## config.mk

```make
export PLATFORM = sky130hd
export DESIGN_NAME = sig_glue
export DESIGN_NICKNAME = d
export VERILOG_FILES = /design/src/shared/sig_pkg.sv /design/src/hw/sig_glue.sv
export SDC_FILE = /design/constraint.sdc
export NUM_CORES = 1
export LEC_CHECK = 0
export BUFFER_PORTS_ARGS = -buffer_cell sky130_fd_sc_hd__buf_2
export CELL_PAD_IN_SITES_DETAIL_PLACEMENT = 1
export CELL_PAD_IN_SITES_GLOBAL_PLACEMENT = 1
export CORE_AREA = 2 2 303 305
export DETAILED_ROUTE_END_ITERATION = 12
export DIE_AREA = 0 0 305 307
export PLACE_DENSITY = 0.5
export SETUP_SLACK_MARGIN = 0.1
export SLEW_MARGIN = 10
export SYNTH_ARGS = -nofsm -noshare
export SYNTH_HDL_FRONTEND = slang
export SYNTH_SLANG_ARGS = --single-unit
```

## constraint.sdc

```tcl
create_clock -name sys_clk -period 14.7 [get_ports sys_clk]
set_clock_uncertainty 0.05 [all_clocks]
set_input_delay 2.94 -clock sys_clk [delete_from_list [all_inputs] [get_ports sys_clk]]
set_output_delay 2.94 -clock sys_clk [all_outputs]
set_load 0.02 [all_outputs]
```

## src/shared/sig_pkg.sv

```systemverilog
// Constants, widths and state types for the system integration glue.
// Assumes a single 200 MHz clock domain; no register bus, all settings are ports.
package sig_pkg;
   // Bus and port widths
   localparam int ADDR_W  = 24;
   localparam int DATA_W  = 16;
   localparam int NUM_CS  = 4;
   localparam int GPIO_W  = 24;          // Port A in bits 7:0, port B in bits 23:8
   localparam int NUM_INT = 8;
   localparam int NUM_PER = 4;
   localparam int LVL_W   = 3;
   localparam int VEC_W   = 8;
   localparam int WD_W    = 16;
   // Chip-select options
   localparam logic [1:0] RW_BOTH    = 2'h0;
   localparam logic [1:0] RW_READ    = 2'h1;
   localparam logic [1:0] RW_WRITE   = 2'h2;
   localparam logic [2:0] MAX_WAIT   = 3'h6;
   localparam logic [1:0] CS_PERIPH  = 2'h2;
   localparam int         PSEL_SHIFT = 14;   // 16-Kbyte sub-select blocks
   // Interrupt levels
   localparam logic [2:0] NMI_LEVEL  = 3'h7;
   // Module clock enable positions
   localparam int MOD_TIMER = 0;
   localparam int MOD_UART  = 1;
   localparam int MOD_TWI   = 2;
   localparam int MOD_EBUS  = 3;
   // Watchdog tick: time in ns, cycles derived from the clock period
   localparam int CLK_NS      = 5;
   localparam int WD_TICK_NS  = 1000;
   localparam int WD_TICK_CYC = (WD_TICK_NS + CLK_NS - 1) / CLK_NS;
   // External bus sequencer states
   typedef enum logic [1:0] {BUS_IDLE, BUS_ADDR, BUS_DATA, BUS_GAP} sig_bus_state_t;
endpackage : sig_pkg

```

## src/hw/sig_glue.sv

```systemverilog
// System integration glue: chip selects, external bus sequencer, GPIO pin
// muxing, interrupt controller, software watchdog and power/wake control.
// Assumes all inputs are synchronous to sys_clk and the core holds a request
// for one cycle only, waiting for core_ack_q before the next.
//
// Notes on behaviour
// Four active-low range-decoded chip selects
// Chip select honours read/write restriction
// Match one function code or all
// Internal acknowledge after zero to six waits
// Word to 8-bit port split into bytes
// Third select splits into four 16K selects
// Drive 24 address and 16 data lines
// Native or multiplexed 8-bit external cycles
// Port A 8 bits, port B 16 bits
// Per-pin choice of GPIO or peripheral
// Peripheral keeps running when pins are GPIO
// NMI input always requests level seven
// Eight latched inputs, each own level
// Clear one pending request individually
// Peripheral levels and vectors on acknowledge
// Unserviced watchdog resets the device
// Interrupts wake a stopped core
// Timer and receiver may trigger wake-up
// Per-module software clock disable
// Receive edge restarts receiver clock, then wakes
// Software keeps timer/two-wire clocks on for wake
// Latched request holds until software clears
`timescale 1ns/10ps
module sig_glue #(
   parameter int WD_PRESCALE = sig_pkg::WD_TICK_CYC
) (
   input  wire  logic                                        sys_clk,
   input  wire  logic                                        rst_n,
   input  wire  logic                                        core_req,
   input  wire  logic [sig_pkg::ADDR_W-1:0]                  core_addr,
   input  wire  logic                                        core_write,
   input  wire  logic [2:0]                                  core_fc,
   input  wire  logic                                        core_word,
   input  wire  logic [sig_pkg::DATA_W-1:0]                  core_wdata,
   output logic                                              core_ack_q,
   output logic [sig_pkg::DATA_W-1:0]                        core_rdata_q,
   input  wire  logic [sig_pkg::NUM_CS-1:0][sig_pkg::ADDR_W-1:0] cs_base,
   input  wire  logic [sig_pkg::NUM_CS-1:0][sig_pkg::ADDR_W-1:0] cs_mask,
   input  wire  logic [sig_pkg::NUM_CS-1:0][1:0]             cs_rw_mode,
   input  wire  logic [sig_pkg::NUM_CS-1:0]                  cs_fc_any,
   input  wire  logic [sig_pkg::NUM_CS-1:0][2:0]             cs_fc,
   input  wire  logic [sig_pkg::NUM_CS-1:0]                  cs_auto_ack,
   input  wire  logic [sig_pkg::NUM_CS-1:0][2:0]             cs_wait,
   input  wire  logic [sig_pkg::NUM_CS-1:0]                  cs_port8,
   input  wire  logic                                        periph_sel_en,
   input  wire  logic                                        mux_bus_en,
   input  wire  logic                                        transfer_ack_n,
   output logic [sig_pkg::NUM_CS-1:0]                        chip_select_n_q,
   output logic                                              periph_select_a_n_q,
   output logic                                              periph_select_b_n_q,
   output logic                                              periph_select_c_n_q,
   output logic                                              periph_select_d_n_q,
   output logic [sig_pkg::ADDR_W-1:0]                        ext_addr_q,
   output logic [sig_pkg::DATA_W-1:0]                        ext_data_o_q,
   output logic                                              ext_data_oe_q,
   input  wire  logic [sig_pkg::DATA_W-1:0]                  ext_data_i,
   output logic                                              ext_as_n_q,
   output logic                                              ext_rw_q,
   output logic                                              ext_ub_n_q,
   output logic                                              ext_lb_n_q,
   output logic                                              ext_ale_q,
   input  wire  logic [sig_pkg::GPIO_W-1:0]                  gpio_sel,
   input  wire  logic [sig_pkg::GPIO_W-1:0]                  gpio_dir,
   input  wire  logic [sig_pkg::GPIO_W-1:0]                  gpio_out,
   input  wire  logic [sig_pkg::GPIO_W-1:0]                  periph_pin_o,
   input  wire  logic [sig_pkg::GPIO_W-1:0]                  periph_pin_oe,
   input  wire  logic [sig_pkg::GPIO_W-1:0]                  pin_i,
   output logic [sig_pkg::GPIO_W-1:0]                        pin_o_q,
   output logic [sig_pkg::GPIO_W-1:0]                        pin_oe_q,
   output logic [sig_pkg::GPIO_W-1:0]                        gpio_in_q,
   output logic [sig_pkg::GPIO_W-1:0]                        periph_pin_i_q,
   input  wire  logic                                        nmi_request_n,
   input  wire  logic [sig_pkg::NUM_INT-1:0]                 latched_irq_n,
   input  wire  logic [sig_pkg::NUM_INT-1:0]                 int_clear,
   input  wire  logic [sig_pkg::NUM_INT-1:0][sig_pkg::LVL_W-1:0] int_level,
   input  wire  logic [sig_pkg::NUM_PER-1:0]                 periph_irq,
   input  wire  logic [sig_pkg::NUM_PER-1:0][sig_pkg::LVL_W-1:0] periph_level,
   input  wire  logic [sig_pkg::NUM_PER-1:0][sig_pkg::VEC_W-1:0] periph_vector,
   input  wire  logic                                        iack_req,
   input  wire  logic [sig_pkg::LVL_W-1:0]                   iack_level,
   output logic [sig_pkg::NUM_INT-1:0]                       int_pending_q,
   output logic [sig_pkg::LVL_W-1:0]                         core_ipl_q,
   output logic                                              iack_done_q,
   output logic                                              iack_auto_q,
   output logic [sig_pkg::VEC_W-1:0]                         iack_vector_q,
   input  wire  logic                                        wd_start,
   input  wire  logic                                        wd_service,
   input  wire  logic [sig_pkg::WD_W-1:0]                    wd_limit,
   output logic                                              wd_reset_q,
   output logic [sig_pkg::WD_W-1:0]                          wd_count_q,
   input  wire  logic                                        core_stopped,
   input  wire  logic [sig_pkg::NUM_PER-1:0]                 clk_en_sw,
   input  wire  logic                                        rxd_pin,
   input  wire  logic                                        uart_frame_done,
   output logic [sig_pkg::NUM_PER-1:0]                       mod_clk_en_q,
   output logic                                              core_wake_q
);
   import sig_pkg::*;

   // Address, direction and function-code qualification of one block
   function automatic logic cs_match(input logic [ADDR_W-1:0] a, input logic [ADDR_W-1:0] base,
                                     input logic [ADDR_W-1:0] mask, input logic [1:0] mode,
                                     input logic wr, input logic any, input logic [2:0] fc,
                                     input logic [2:0] cfc);
      cs_match = (((a ^ base) & mask) == '0)
                 && !(mode == RW_READ && wr) && !(mode == RW_WRITE && !wr)
                 && (any || fc == cfc);
   endfunction : cs_match

   // Highest level among the active sources; level 0 means no request
   function automatic logic [LVL_W-1:0] max_level(input logic [NUM_INT-1:0] act,
                                                  input logic [NUM_INT-1:0][LVL_W-1:0] lvl);
      max_level = '0;
      for (int i = 0; i < NUM_INT; i++)
         if (act[i] && lvl[i] > max_level)
            max_level = lvl[i];
   endfunction : max_level

   // ---------------- External bus sequencer ----------------
   sig_bus_state_t      state_q, state_d;
   logic [ADDR_W-1:0]   addr_q, addr_d;
   logic [DATA_W-1:0]   wdata_q, wdata_d, rdata_d;
   logic [1:0]          idx_q, idx_d;
   logic                hit_q, hit_d, write_q, write_d, narrow_q, narrow_d;
   logic                more_q, more_d, auto_q, auto_d, ack_d, word_q, word_d;
   logic [2:0]          wait_q, wait_d, wlim_q, wlim_d;
   logic                ack_now, glue_rst_n;
   logic [NUM_CS-1:0]   cs_n_d;
   logic [3:0]          psel_n_d;
   logic [ADDR_W-1:0]   off, ext_addr_d;
   logic [DATA_W-1:0]   data_o_d;
   logic                oe_d, as_n_d, rw_d, ub_n_d, lb_n_d, ale_d;

   // Next state of the sequencer and the pin values it will present
   always_comb
   begin
      state_d  = state_q;
      addr_d   = addr_q;
      wdata_d  = wdata_q;
      rdata_d  = core_rdata_q;
      idx_d    = idx_q;
      hit_d    = hit_q;
      write_d  = write_q;
      word_d   = word_q;
      narrow_d = narrow_q;
      more_d   = more_q;
      auto_d   = auto_q;
      wlim_d   = wlim_q;
      wait_d   = wait_q;
      ack_d    = 1'b0;
      // Internal acknowledge counts waits; otherwise the external one ends the cycle
      ack_now  = (hit_q && auto_q) ? (wait_q == wlim_q) : !transfer_ack_n;
      case (state_q)
         BUS_IDLE:
            if (core_req)
            begin
               hit_d = 1'b0;
               idx_d = 2'h0;
               for (int i = NUM_CS - 1; i >= 0; i--)
                  if (cs_match(core_addr, cs_base[i], cs_mask[i], cs_rw_mode[i], core_write,
                               cs_fc_any[i], core_fc, cs_fc[i]))
                  begin
                     hit_d = 1'b1;
                     idx_d = 2'(i);
                  end
               addr_d   = core_addr;
               wdata_d  = core_wdata;
               write_d  = core_write;
               word_d   = core_word;
               auto_d   = cs_auto_ack[idx_d];
               wlim_d   = (cs_wait[idx_d] > MAX_WAIT) ? MAX_WAIT : cs_wait[idx_d];
               narrow_d = mux_bus_en || (hit_d && cs_port8[idx_d]);
               more_d   = core_word && narrow_d;
               if (more_d)
                  addr_d[0] = 1'b0;
               wait_d   = 3'h0;
               state_d  = mux_bus_en ? BUS_ADDR : BUS_DATA;
            end
         BUS_ADDR:
            state_d = BUS_DATA;
         BUS_DATA:
         begin
            wait_d = wait_q + 3'h1;
            if (ack_now)
            begin
               if (!narrow_q)
                  rdata_d = ext_data_i;
               else if (addr_q[0])
                  rdata_d = {core_rdata_q[15:8], ext_data_i[7:0]};
               else
                  rdata_d = {ext_data_i[7:0], core_rdata_q[7:0]};
               state_d = BUS_GAP;
            end
         end
         BUS_GAP:
            if (more_q)
            begin
               // Second byte of a split word goes to the odd address
               more_d  = 1'b0;
               addr_d  = addr_q + 24'h000001;
               wait_d  = 3'h0;
               state_d = mux_bus_en ? BUS_ADDR : BUS_DATA;
            end
            else
            begin
               ack_d   = 1'b1;
               state_d = BUS_IDLE;
            end
         default:
            state_d = BUS_IDLE;
      endcase
      // Pin values follow the next state so every pin leaves a flip-flop
      off        = addr_d - cs_base[CS_PERIPH];
      cs_n_d     = '1;
      psel_n_d   = 4'hf;
      if (state_d == BUS_DATA && hit_d)
      begin
         if (periph_sel_en && idx_d == CS_PERIPH)
         begin
            if (off[ADDR_W-1:PSEL_SHIFT+2] == '0)
               psel_n_d[off[PSEL_SHIFT+1:PSEL_SHIFT]] = 1'b0;
         end
         else
            cs_n_d[idx_d] = 1'b0;
      end
      ext_addr_d = addr_d;
      ale_d      = (state_d == BUS_ADDR);
      as_n_d     = (state_d != BUS_DATA);
      rw_d       = !(write_d && state_d != BUS_IDLE);
      oe_d       = ale_d || (state_d == BUS_DATA && write_d);
      data_o_d   = wdata_d;
      ub_n_d     = 1'b1;
      lb_n_d     = 1'b1;
      // Multiplexed bus carries the low address byte in the ALE phase
      if (ale_d)
         data_o_d = {8'h00, addr_d[7:0]};
      else if (narrow_d)
         data_o_d = {8'h00, addr_d[0] ? wdata_d[7:0] : wdata_d[15:8]};
      if (state_d == BUS_DATA)
      begin
         ub_n_d = narrow_d || (!word_d && addr_d[0]);
         lb_n_d = !(narrow_d || word_d || addr_d[0]);
      end
   end

   // Watchdog expiry clears the glue for one cycle, like the reset pin
   assign glue_rst_n = rst_n && !wd_reset_q;
   // Control pins reset to idle; datapath words are loaded in IDLE first
   always_ff @(posedge sys_clk)
   begin
      state_q <= glue_rst_n ? state_d : BUS_IDLE;
      core_ack_q <= glue_rst_n && ack_d;
      chip_select_n_q <= glue_rst_n ? cs_n_d : '1;
      {periph_select_d_n_q, periph_select_c_n_q,
       periph_select_b_n_q, periph_select_a_n_q} <= glue_rst_n ? psel_n_d : 4'hf;
      ext_as_n_q <= !glue_rst_n || as_n_d;
      ext_rw_q <= !glue_rst_n || rw_d;
      ext_ub_n_q <= !glue_rst_n || ub_n_d;
      ext_lb_n_q <= !glue_rst_n || lb_n_d;
      ext_ale_q <= glue_rst_n && ale_d;
      ext_data_oe_q <= glue_rst_n && oe_d;
      addr_q <= addr_d;
      wdata_q <= wdata_d;
      idx_q <= idx_d;
      hit_q <= hit_d;
      write_q <= write_d;
      word_q <= word_d;
      narrow_q <= narrow_d;
      more_q <= more_d;
      auto_q <= auto_d;
      wait_q <= wait_d;
      wlim_q <= wlim_d;
      core_rdata_q <= rdata_d;
      ext_addr_q <= ext_addr_d;
      ext_data_o_q <= data_o_d;
   end

   // Pins, interrupts, module clocks and watchdog
   logic [GPIO_W-1:0]  pin_o_d, pin_oe_d;
   logic [NUM_INT-1:0] pend_d;
   logic [LVL_W-1:0]   ipl_d, per_lvl;
   logic [VEC_W-1:0]   vec_d;
   logic [WD_W-1:0]    cnt_d, pre_q, pre_d;
   logic [NUM_PER-1:0] clk_en_d;
   logic               auto_v_d, wake_d, rxd_q, rx_run_q, rx_run_d;
   logic               wd_run_q, wd_run_d, wd_tick, wd_fire;
   // Next values; a set beats a clear that falls in the same cycle
   always_comb
   begin
      pin_o_d  = (gpio_sel & gpio_out) | (~gpio_sel & periph_pin_o);
      pin_oe_d = (gpio_sel & gpio_dir) | (~gpio_sel & periph_pin_oe);
      pend_d   = (int_pending_q & ~int_clear) | ~latched_irq_n;
      per_lvl  = max_level({{(NUM_INT-NUM_PER){1'b0}}, periph_irq},
                           {{((NUM_INT-NUM_PER)*LVL_W){1'b0}}, periph_level});
      ipl_d    = max_level(int_pending_q, int_level);
      if (per_lvl > ipl_d)
         ipl_d = per_lvl;
      if (!nmi_request_n)
         ipl_d = NMI_LEVEL;
      // A level no peripheral claims is answered by autovector
      vec_d    = iack_vector_q;
      auto_v_d = iack_req || iack_auto_q;
      for (int i = NUM_PER - 1; i >= 0; i--)
         if (iack_req && periph_irq[i] && periph_level[i] == iack_level)
         begin
            auto_v_d = 1'b0;
            vec_d    = periph_vector[i];
         end
      // The controller runs while the core sleeps, so any request wakes it
      wake_d   = core_stopped && (ipl_d != '0 || uart_frame_done);
      // Only the receiver restarts its own clock; timer and two-wire do not
      rx_run_d = (rx_run_q && !uart_frame_done) || rxd_pin != rxd_q;
      clk_en_d = clk_en_sw;
      clk_en_d[MOD_UART] = clk_en_sw[MOD_UART] || rx_run_d;
      wd_tick  = wd_run_q && pre_q == WD_W'(WD_PRESCALE - 1);
      wd_fire  = wd_tick && wd_count_q == wd_limit && !wd_reset_q;
      wd_run_d = wd_run_q || wd_start;
      pre_d    = (wd_tick || wd_start || wd_service) ? '0 : pre_q + 16'h0001;
      cnt_d    = wd_count_q + WD_W'(wd_tick);
      if (wd_start || wd_service)
         cnt_d = '0;
   end
   // Receive pin idles high, so its copy resets high: no false edge
   always_ff @(posedge sys_clk)
   begin
      pin_o_q <= pin_o_d;
      pin_oe_q <= glue_rst_n ? pin_oe_d : '0;
      gpio_in_q <= pin_i;
      periph_pin_i_q <= pin_i;
      int_pending_q <= glue_rst_n ? pend_d : '0;
      core_ipl_q <= glue_rst_n ? ipl_d : '0;
      iack_done_q <= glue_rst_n && iack_req;
      iack_auto_q <= glue_rst_n && auto_v_d;
      iack_vector_q <= glue_rst_n ? vec_d : '0;
      core_wake_q <= glue_rst_n && wake_d;
      rxd_q <= !glue_rst_n || rxd_pin;
      rx_run_q <= glue_rst_n && rx_run_d;
      mod_clk_en_q <= glue_rst_n ? clk_en_d : '1;
      wd_run_q <= glue_rst_n && wd_run_d;
      pre_q <= glue_rst_n ? pre_d : '0;
      wd_count_q <= glue_rst_n ? cnt_d : '0;
      wd_reset_q <= rst_n && wd_fire;
   end
endmodule : sig_glue

```

==> results of run 1 <==
logic make-up (layout without fill, tap and decap cells):
logic type,after synthesis,count (layout),share of synthesized area
xor+xnor,180,180,0.1156
flops,237,237,0.3654
buf+inv,184,948,0.05906
mux,100,100,0.07658
compound gates,316,316,0.1542
other cells,0,4,0
fa+ha+maj,55,55,0.05026
simple gates,496,496,0.1790
power by group:
part           total (mW)  internal, mW  switching, mW
logic                1.04         0.385          0.651
clock network       0.893         0.539          0.354
registers           0.861         0.777         0.0843
total                2.79          1.70           1.09
tightest hold or removal path, cell delays in order, from the launching register on:
cell and delay, ns:
dfxtp_1 0.30, nand2_1 0.04, nand2_1 0.07
layout by cell type, fill, tap and decap left out, types with 18 or more instances in the layout:
| master | instances |
|---|---|
| buf_2 | 774 |
| dfxtp_1 | 213 |
| nor2_1 | 150 |
| xor2_1 | 139 |
| nand2_1 | 114 |
| inv_1 | 95 |
| o21ai_0 | 78 |
| a21oi_1 | 68 |
| mux2i_1 | 65 |
| ha_1 | 54 |
| nand3_1 | 49 |
| a22oi_1 | 47 |
| xnor2_1 | 41 |
| clkbuf_16 | 38 |
| mux2_2 | 35 |
| nor2b_1 | 30 |
| nor3_1 | 26 |
| edfxtp_1 | 24 |
| nand4_1 | 23 |
| nand2b_1 | 22 |
| and3_1 | 18 |
per-stage QoR:
stage,util,hold WS (ns),instances
finish,0.2193,0.3967,3522
global route,0.2193,0.4170,3520
CTS,0.2192,0.3999,3518
detailed placement,0.2059,0.3839,3454
global placement,0.2059,0.3805,3454
floorplan,-,0.3649,1568
worst max path at each step:
stage / end / cells past startpoint
floorplan: core_wake_q$_DFF_P_ / 55
global placement: core_wake_q$_DFF_P_ / 55
detailed placement: core_ipl_q[0]$_SDFF_PN0_ / 56
CTS: core_wake_q$_DFF_P_ / 56
global route: core_wake_q$_DFF_P_ / 56
finish: core_wake_q$_DFF_P_ / 56
layer usage:
layer / vias to the layer above / wire length [um] / share of wire
li1: 6972 / - / -
met1: 6806 / 29310 / 0.41
met2: 577 / 33650 / 0.48
met3: 107 / 5360 / 0.076
met4: 18 / 2381 / 0.034
met5: - / 116 / 0.0016
final cells by class:
type,instances,area [um2]
fill,10960,70800
multi-input combinational,1147,7868
sequential,237,4985
timing repair buffer,787,3971
tap,1186,1484
clock buffer,46,1001
inverter,97,364.1
clock inverter,18,206.4
antenna,4,10.01
state kept, by name, indices dropped and copies added, names as in the netlist, 2 cells and up:
register / flops
addr_q: 24
chip_select_n_q: 4
core_ipl_q: 3
core_rdata_q: 16
ext_data_o_q: 16
iack_vector_q: 8
idx_q: 2
int_pending_q: 8
mod_clk_en_q: 4
periph_pin_i_q: 24
pin_o_q: 24
pin_oe_q: 24
pre_q: 16
state_q: 2
wait_q: 3
wd_count_q: 16
wdata_q: 16
wlim_q: 3
==> impl_metrics.env, run 1 <==
export IMPL_hold_class="reg2reg"
export IMPL_setup_viol=0
export IMPL_crit_required_ns=15.13
export IMPL_synth_largest_area_cell="dfxtp_1"
export IMPL_critPathMaxStageDelay_ns=0.42
export IMPL_cts_htree_levels=2
export IMPL_clockBufferDepth=3
export IMPL_ios=775
export IMPL_yosys_warnings=0
export IMPL_cp_slowest_cell="mux2_2"
export IMPL_grt_busiest_layer="met2"
export IMPL_synth_cell_area_mm2=0.01364
export IMPL_routed_wl_um=70820
export IMPL_power_per_cell_area_mw_per_mm2=140.3
export IMPL_final_antenna_net_count=0
export IMPL_critPathKind="in2reg"
export IMPL_syn_inst=1568
export IMPL_r2r_start="int_pending_q[0]$_SDFF_PN0_"
export IMPL_grt_usage=0.1441
export IMPL_antenna_found_initial=17
export IMPL_dieHeight_um=307
export IMPL_synth_ff_type="dfxtp_1"
export IMPL_holdPathStages=2
export IMPL_synth_nets=2187
export IMPL_syn2layout_area_growth_pct=45.78
export IMPL_synth_edff_count=24
export IMPL_leakage_nw=9.319
export IMPL_grt_overflow=0
export IMPL_synth_area_leaders="dfxtp_1 (31%), xor2_1 (8.9%), edfxtp_1 (5.3%)"
export IMPL_wl_per_cell_um=20.11
export IMPL_worstPathMaxFanout=6
export IMPL_hold_viol=0
export IMPL_min_to="wdata_q[5]$_DFF_P_"
export IMPL_yosys_area_top_type_share=0.3125
export IMPL_drt_iter0_markers=619
export IMPL_fin_crit_ns=12.93
export IMPL_max_freq_mhz=77.35
export IMPL_firstDrtPassIters=5
export IMPL_post_cts_resize_count=0
export IMPL_grt_setup_unrepaired="false"
export IMPL_async_flop_share=0
export IMPL_postPlaceCellArea_mm2=0.01867
export IMPL_grt_max_degree=47
export IMPL_start_util=0.1504
export IMPL_status="complete, no violations"
export IMPL_maxCapViolCount=0
export IMPL_port_buffers=774
export IMPL_clk_latency_ns=0.56
export IMPL_dpl_hpwl_um=59270
export IMPL_core_region_area_mm2=0.09069
export IMPL_critPathLaunch="int_level[1]"
export IMPL_preCtsSetupSlack_ns=1.140
export IMPL_slew_headroom=0.3717
export IMPL_ys_ff_latch=237
export IMPL_use_met2=0.2429
export IMPL_root_buffer="clkbuf_16"
export IMPL_place_gp_congestion=0.8731
export IMPL_peakVddDrop_mv=0.05860
export IMPL_fin_area_mm2=0.01989
export IMPL_ys_seq_area_frac=0.3654
export IMPL_use_met3=0.03673
export IMPL_p_total_mw=2.791
export IMPL_via_per_inst=4.111
export IMPL_rr_endpoint="core_wake_q$_DFF_P_"
export IMPL_yosys_top_cells_count="dfxtp_1 (213), nor2_1 (150), xor2_1 (139)"
export IMPL_use_met1=0.1747
export IMPL_fin_nets=2924
export IMPL_avgSynthCellArea_um2=8.701
export IMPL_start_kind="input port"
export IMPL_cpMostUsedCell="nor2_1"
export IMPL_post_cts_setup_buffers=0
export IMPL_drive_gt1_frac=0.3872
export IMPL_rows=111
export IMPL_fin_setup_tns_ns=0
export IMPL_synth_distinct_cells=78
export IMPL_dieArea_mm2=0.09364
export IMPL_hp_start="wdata_q[5]$_DFF_P_"
export IMPL_r2r_slack_ns=3.74
export IMPL_yosysMostFrequentCell="dfxtp_1"
export IMPL_grt_pass1_wl_um=99660
export IMPL_critPathBufInv=3
export IMPL_drc=0
export IMPL_setup_slack_ns=1.771
export IMPL_num_vias=14480
export IMPL_clock_sinks=237
export IMPL_cts_tree="yes"
export IMPL_slew_viol_final=0
export IMPL_crit_family="compound AO/OA/AOI/OAI gates"
export IMPL_fin_crit_sh=0.8795
export IMPL_hold_buffers=0
export IMPL_endpoint_kind="flop"
export IMPL_tightest_slew_ns=0.9374
export IMPL_cts_buffers=35
export IMPL_path_clk_slew_ns=0.06
export IMPL_grt_pass1_vias=14770
export IMPL_worstPathArrival_ns=13.36
export IMPL_die_w_um=305
export IMPL_rr_worst_depth=55
(Power assumes the default switching activity.)
==> run 2: changes to the inputs <==
GPL_TIMING_DRIVEN = 0   (was default)
==> impl_metrics.env, run 2 (synthesized netlist as in run 1, its figures left out) <==
export IMPL_sequentialPowerShare=0.305
export IMPL_die_w_um=305
export IMPL_hold_viol=0
export IMPL_power_per_cell_area_mw_per_mm2=138.7
export IMPL_drc=0
export IMPL_start_util=0.1504
export IMPL_firstDrtPassIters=5
export IMPL_crit_required_ns=15.12
export IMPL_clk_latency_ns=0.56
export IMPL_slew_headroom=0.2219
export IMPL_grt_pass1_vias=15060
export IMPL_grt_setup_unrepaired="false"
export IMPL_cpMostUsedCell="nor2_1"
export IMPL_port_buffers=748
export IMPL_clockBufferDepth=3
export IMPL_fillCellCount=11020
export IMPL_syn2layout_area_growth_pct=47.23
export IMPL_clock_sinks=237
export IMPL_num_vias=14520
export IMPL_path_clk_slew_ns=0.06
export IMPL_worstPathMaxFanout=6
export IMPL_drive_gt1_frac=0.3725
export IMPL_grt_max_degree=14
export IMPL_core_region_area_mm2=0.09069
export IMPL_final_antenna_net_count=0
export IMPL_switchingPower_mw=1.099
export IMPL_drt_iter0_markers=778
export IMPL_critPathKind="in2reg"
export IMPL_most_common_layout_cells="buf_2 (750), dfxtp_1 (213), nor2_1 (150), xor2_1 (139), nand2_1 (114)"
export IMPL_clkPwrFrac=0.314
export IMPL_whs_ns=0.3991
export IMPL_dieArea_mm2=0.09364
export IMPL_crit_family="compound AO/OA/AOI/OAI gates"
export IMPL_hold_buffers=0
export IMPL_intPower_mw=1.688
export IMPL_leakage_nw=9.363
export IMPL_fin_setup_tns_ns=0
export IMPL_hold_class="reg2reg"
export IMPL_sw_frac_of_total=0.3942
export IMPL_rows=111
export IMPL_status="complete, no violations"
export IMPL_cts_tree="yes"
export IMPL_cp_slowest_cell="mux2_2"
export IMPL_post_cts_resize_count=0
export IMPL_start_kind="input port"
export IMPL_dpl_hpwl_um=61340
export IMPL_grt_pass1_wl_um=101800
export IMPL_wl_per_cell_um=20.25
export IMPL_via_per_inst=4.065
export IMPL_cts_htree_levels=2
export IMPL_grt_overflow=0
export IMPL_critPathMaxStageDelay_ns=0.42
export IMPL_maxCapViolCount=0
export IMPL_peakVddDrop_mv=0.07161
export IMPL_max_freq_mhz=76.20
export IMPL_endpoint_kind="flop"
export IMPL_fin_crit_ns=13.12
export IMPL_place_gp_congestion=0.8484
export IMPL_grt_usage=0.1475
export IMPL_fin_nets=2973
export IMPL_critPathBufInv=3
export IMPL_dieHeight_um=307
export IMPL_fin_crit_sh=0.8928
export IMPL_worstPathArrival_ns=13.54
export IMPL_routed_wl_um=72350
export IMPL_slew_viol_final=0
export IMPL_setup_viol=0
export IMPL_combPwrFrac=0.381
export IMPL_utilization=0.2215
export IMPL_layout_commonest_cell="buf_2"
export IMPL_antenna_found_initial=19
export IMPL_p_total_mw=2.787
export IMPL_tightest_slew_ns=1.167
export IMPL_post_cts_setup_buffers=0
export IMPL_ios=775
export IMPL_root_buffer="clkbuf_16"
export IMPL_cts_buffers=36
[run 2: cell count changes in the layout (fill, tap and decap cells not counted), moves of 3 or more]
cell      before  now
clkbuf_1       6   57
buf_2        774  750
buf_4         13   24
buf_1          0    8
clkbuf_8       2    6
buf_6          0    3
[run 2: path summary, 6_finish.rpt]
check | cells past startpoint | from | endpoint | slack (ns)
min | 1 | pre_q[0]$_SDFF_PP0_ | pre_q[0]$_SDFF_PP0_ | 0.40
max | 55 | int_level[1] | core_wake_q$_DFF_P_ | 1.58
min reg2reg | 1 | pre_q[0]$_SDFF_PP0_ | pre_q[0]$_SDFF_PP0_ | 0.40
max reg2reg | 54 | int_pending_q[0]$_SDFF_PN0_ | core_wake_q$_DFF_P_ | 3.53
[run 2: through the flow]
step | std cells | worst slack, ns | instance area, um2
detailed placement | 3502 | 0.9117 | 18870
global route | 3573 | 0.6430 | 20090
global placement | 3502 | 0.9339 | 18870
CTS | 3567 | 1.491 | 20070
finish | 3573 | 1.577 | 20090
floorplan | 1568 | 2.727 | 13640
[run 2: cell type report]
| class | count | area (um2) | area share |
|---|---|---|---|
| Sequential cell | 237 | 4985 | 0.2482 |
| Buffer | 87 | 441.7 | 0.02199 |
| Tap cell | 1186 | 1484 | 0.07388 |
| Multi-Input combinational cell | 1147 | 7853 | 0.3909 |
| Clock inverter | 14 | 141.4 | 0.007039 |
| Timing Repair Buffer | 748 | 3744 | 0.1864 |
| Antenna cell | 6 | 15.01 | 0.0007475 |
| Clock buffer | 51 | 1060 | 0.05276 |
| Inverter | 97 | 364.1 | 0.01813 |
[run 2: power by group through the flow]
stage | combinational (mW) | clock, mW | sequential [mW]
2_1_floorplan | 0.545 | 0 | 0.939
3_3_place_gp | 1.07 | 0 | 0.862
6_report | 1.06 | 0.874 | 0.850
5_1_grt | 1.17 | 0.941 | 0.865
4_1_cts | 1.08 | 0.916 | 0.852
3_5_place_dp | 1.07 | 0 | 0.865
[run 2: layer usage]
metal  vias to the layer above  GRT usage  wire (um)
met4                        14    0.04294       1771
li1                       7083          -          -
met5                         -          0         86
met1                      6784     0.1844      31330
met3                        98    0.03556       4788
met2                       544     0.2504      34370
[run 2: worst reg2reg max path: cells and delay by family, from the launching register on]
family	cells	cell delay [ns]
and+or+nand+nor	20	2.96
buffers and inverters	2	0.23
muxes	2	0.83
adders and majority gates	9	2.42
DFF	1	0.45
AOI/OAI and AO/OA	21	4.14
==> run 3: changes to the inputs <==
BUFFER_PORTS_ARGS = -buffer_cell sky130_fd_sc_hd__buf_4   (was -buffer_cell sky130_fd_sc_hd__buf_2)
==> impl_metrics.env, run 3 (synthesized netlist as in run 1, its figures left out) <==
export IMPL_grt_pass1_wl_um=108300
export IMPL_rr_endpoint="core_ipl_q[0]$_SDFF_PN0_"
export IMPL_r2r_start="int_pending_q[0]$_SDFF_PN0_"
export IMPL_grt_setup_unrepaired="false"
export IMPL_fin_crit_ns=13.28
export IMPL_power_per_cell_area_mw_per_mm2=131.8
export IMPL_critPathLaunch="int_level[1]"
export IMPL_clock_sinks=237
export IMPL_clockBufferDepth=3
export IMPL_crit_path_end="core_ipl_q[0]$_SDFF_PN0_"
export IMPL_drc=0
export IMPL_post_cts_resize_count=0
export IMPL_maxCapViolCount=0
export IMPL_worstPathMaxFanout=6
export IMPL_critPathMaxStageDelay_ns=0.41
export IMPL_clk_latency_ns=0.56
export IMPL_p_total_mw=2.897
export IMPL_dieHeight_um=307
export IMPL_grt_pass1_vias=16160
export IMPL_cp_slowest_cell="mux2_2"
export IMPL_tightest_slew_ns=1.094
export IMPL_slew_viol_final=0
export IMPL_wl_per_cell_um=21.46
export IMPL_dieArea_mm2=0.09364
export IMPL_drt_iter0_markers=517
export IMPL_die_w_um=305
export IMPL_drive_gt1_frac=0.3736
export IMPL_start_util=0.1504
export IMPL_routed_wl_um=76600
export IMPL_hold_class="reg2reg"
export IMPL_crit_required_ns=15.11
export IMPL_worstPathArrival_ns=13.69
export IMPL_critPathKind="in2reg"
export IMPL_root_buffer="clkbuf_16"
export IMPL_most_common_layout_cells="buf_4 (772), dfxtp_1 (213), nor2_1 (150), xor2_1 (139), nand2_1 (114)"
export IMPL_port_buffers=748
export IMPL_post_cts_setup_buffers=0
export IMPL_syn2layout_area_growth_pct=61.02
export IMPL_fillCellCount=10770
export IMPL_final_antenna_net_count=0
export IMPL_start_kind="input port"
export IMPL_fin_nets=2974
export IMPL_rr_worst_depth=54
export IMPL_hold_viol=0
export IMPL_cts_tree="yes"
export IMPL_hp_start="wdata_q[7]$_DFF_P_"
export IMPL_ios=775
export IMPL_grt_max_degree=14
export IMPL_setup_viol=0
export IMPL_dpl_hpwl_um=65170
export IMPL_path_clk_slew_ns=0.06
export IMPL_antenna_found_initial=2
export IMPL_grt_overflow=0
export IMPL_via_per_inst=4.152
export IMPL_cts_buffers=37
export IMPL_firstDrtPassIters=5
export IMPL_max_freq_mhz=75.28
export IMPL_endpoint_kind="flop"
export IMPL_grt_usage=0.1555
export IMPL_peakVddDrop_mv=0.06713
export IMPL_fin_setup_tns_ns=0
export IMPL_fin_crit_sh=0.9036
export IMPL_leakage_nw=9.965
export IMPL_status="complete, no violations"
export IMPL_place_gp_congestion=0.9266
export IMPL_r2r_slack_ns=3.35
export IMPL_num_vias=14820
export IMPL_rows=111
export IMPL_slew_headroom=0.2707
export IMPL_core_region_area_mm2=0.09069
export IMPL_layout_commonest_cell="buf_4"
export IMPL_cts_htree_levels=2
export IMPL_cpMostUsedCell="nor2_1"
export IMPL_hold_buffers=0
==> run 3: cell types whose count changed in the layout (fill, tap and decap cells not counted), moves of 2 or more <==
| cell | delta |
|---|---|
| diode_2 | -4 |
| inv_6 | +2 |
| buf_4 | +748 |
| clkinvlp_4 | +3 |
| buf_2 | -748 |
| clkbuf_1 | -2 |
==> run 3: worst min path at each step <==
stage,end,slack (ns),cells past startpoint
4_1_cts,wdata_q[2]$_DFF_P_,0.40,2
5_1_grt,wdata_q[7]$_DFF_P_,0.43,2
2_1_floorplan,wdata_q[5]$_DFF_P_,0.36,2
3_5_place_dp,wdata_q[2]$_DFF_P_,0.39,2
3_3_place_gp,wdata_q[2]$_DFF_P_,0.38,2
6_report,wdata_q[7]$_DFF_P_,0.40,2
==> run 3: routing by layer <==
metal | vias to the layer above | GRT usage | part of all wire
met5 | - | 0 | 0
met4 | 0 | 0.04432 | 0.024
met3 | 90 | 0.03660 | 0.061
met2 | 499 | 0.2797 | 0.50
met1 | 7166 | 0.1827 | 0.41
li1 | 7068 | - | -
==> run 3: critical path: cells and delay by family <==
family / cells / cell delay, ns
compound gates: 21 / 4.30
fa+ha+maj: 9 / 2.42
simple gates: 20 / 2.92
mux: 2 / 0.82
buf+inv: 3 / 0.30
==> run 3: final cells by class <==
cell class	instances	area (um2)	area share
Multi-Input combinational cell	1147	7853	0.3574
Timing Repair Buffer	748	5615	0.2556
Sequential cell	237	4985	0.2269
Tap cell	1186	1484	0.06755
Clock buffer	49	1064	0.04841
Buffer	87	441.7	0.02010
Inverter	97	364.1	0.01657
Clock inverter	17	157.7	0.007176
Antenna cell	2	5.005	0.0002278
==> run 3: where the power goes <==
| group | switching (mW) | internal (mW) |
|---|---|---|
| logic | 0.677 | 0.470 |
| registers | 0.0804 | 0.778 |
| clock network | 0.360 | 0.532 |
| total | 1.12 | 1.78 |
==> run 3: stage by stage <==
stage / setup WS, ns / cells / utilization / area, um2 / hold WS [ns]
after global placement: 1.456 / 3502 / 0.2287 / 20740 / 0.3779
after global routing: 0.3649 / 3569 / 0.2422 / 21970 / 0.4282
after CTS: 1.461 / 3568 / 0.2422 / 21960 / 0.4012
final: 1.417 / 3570 / 0.2422 / 21970 / 0.3961
after detailed placement: 0.8921 / 3502 / 0.2287 / 20740 / 0.3873
after floorplan: 2.727 / 1568 / - / 13640 / 0.3649
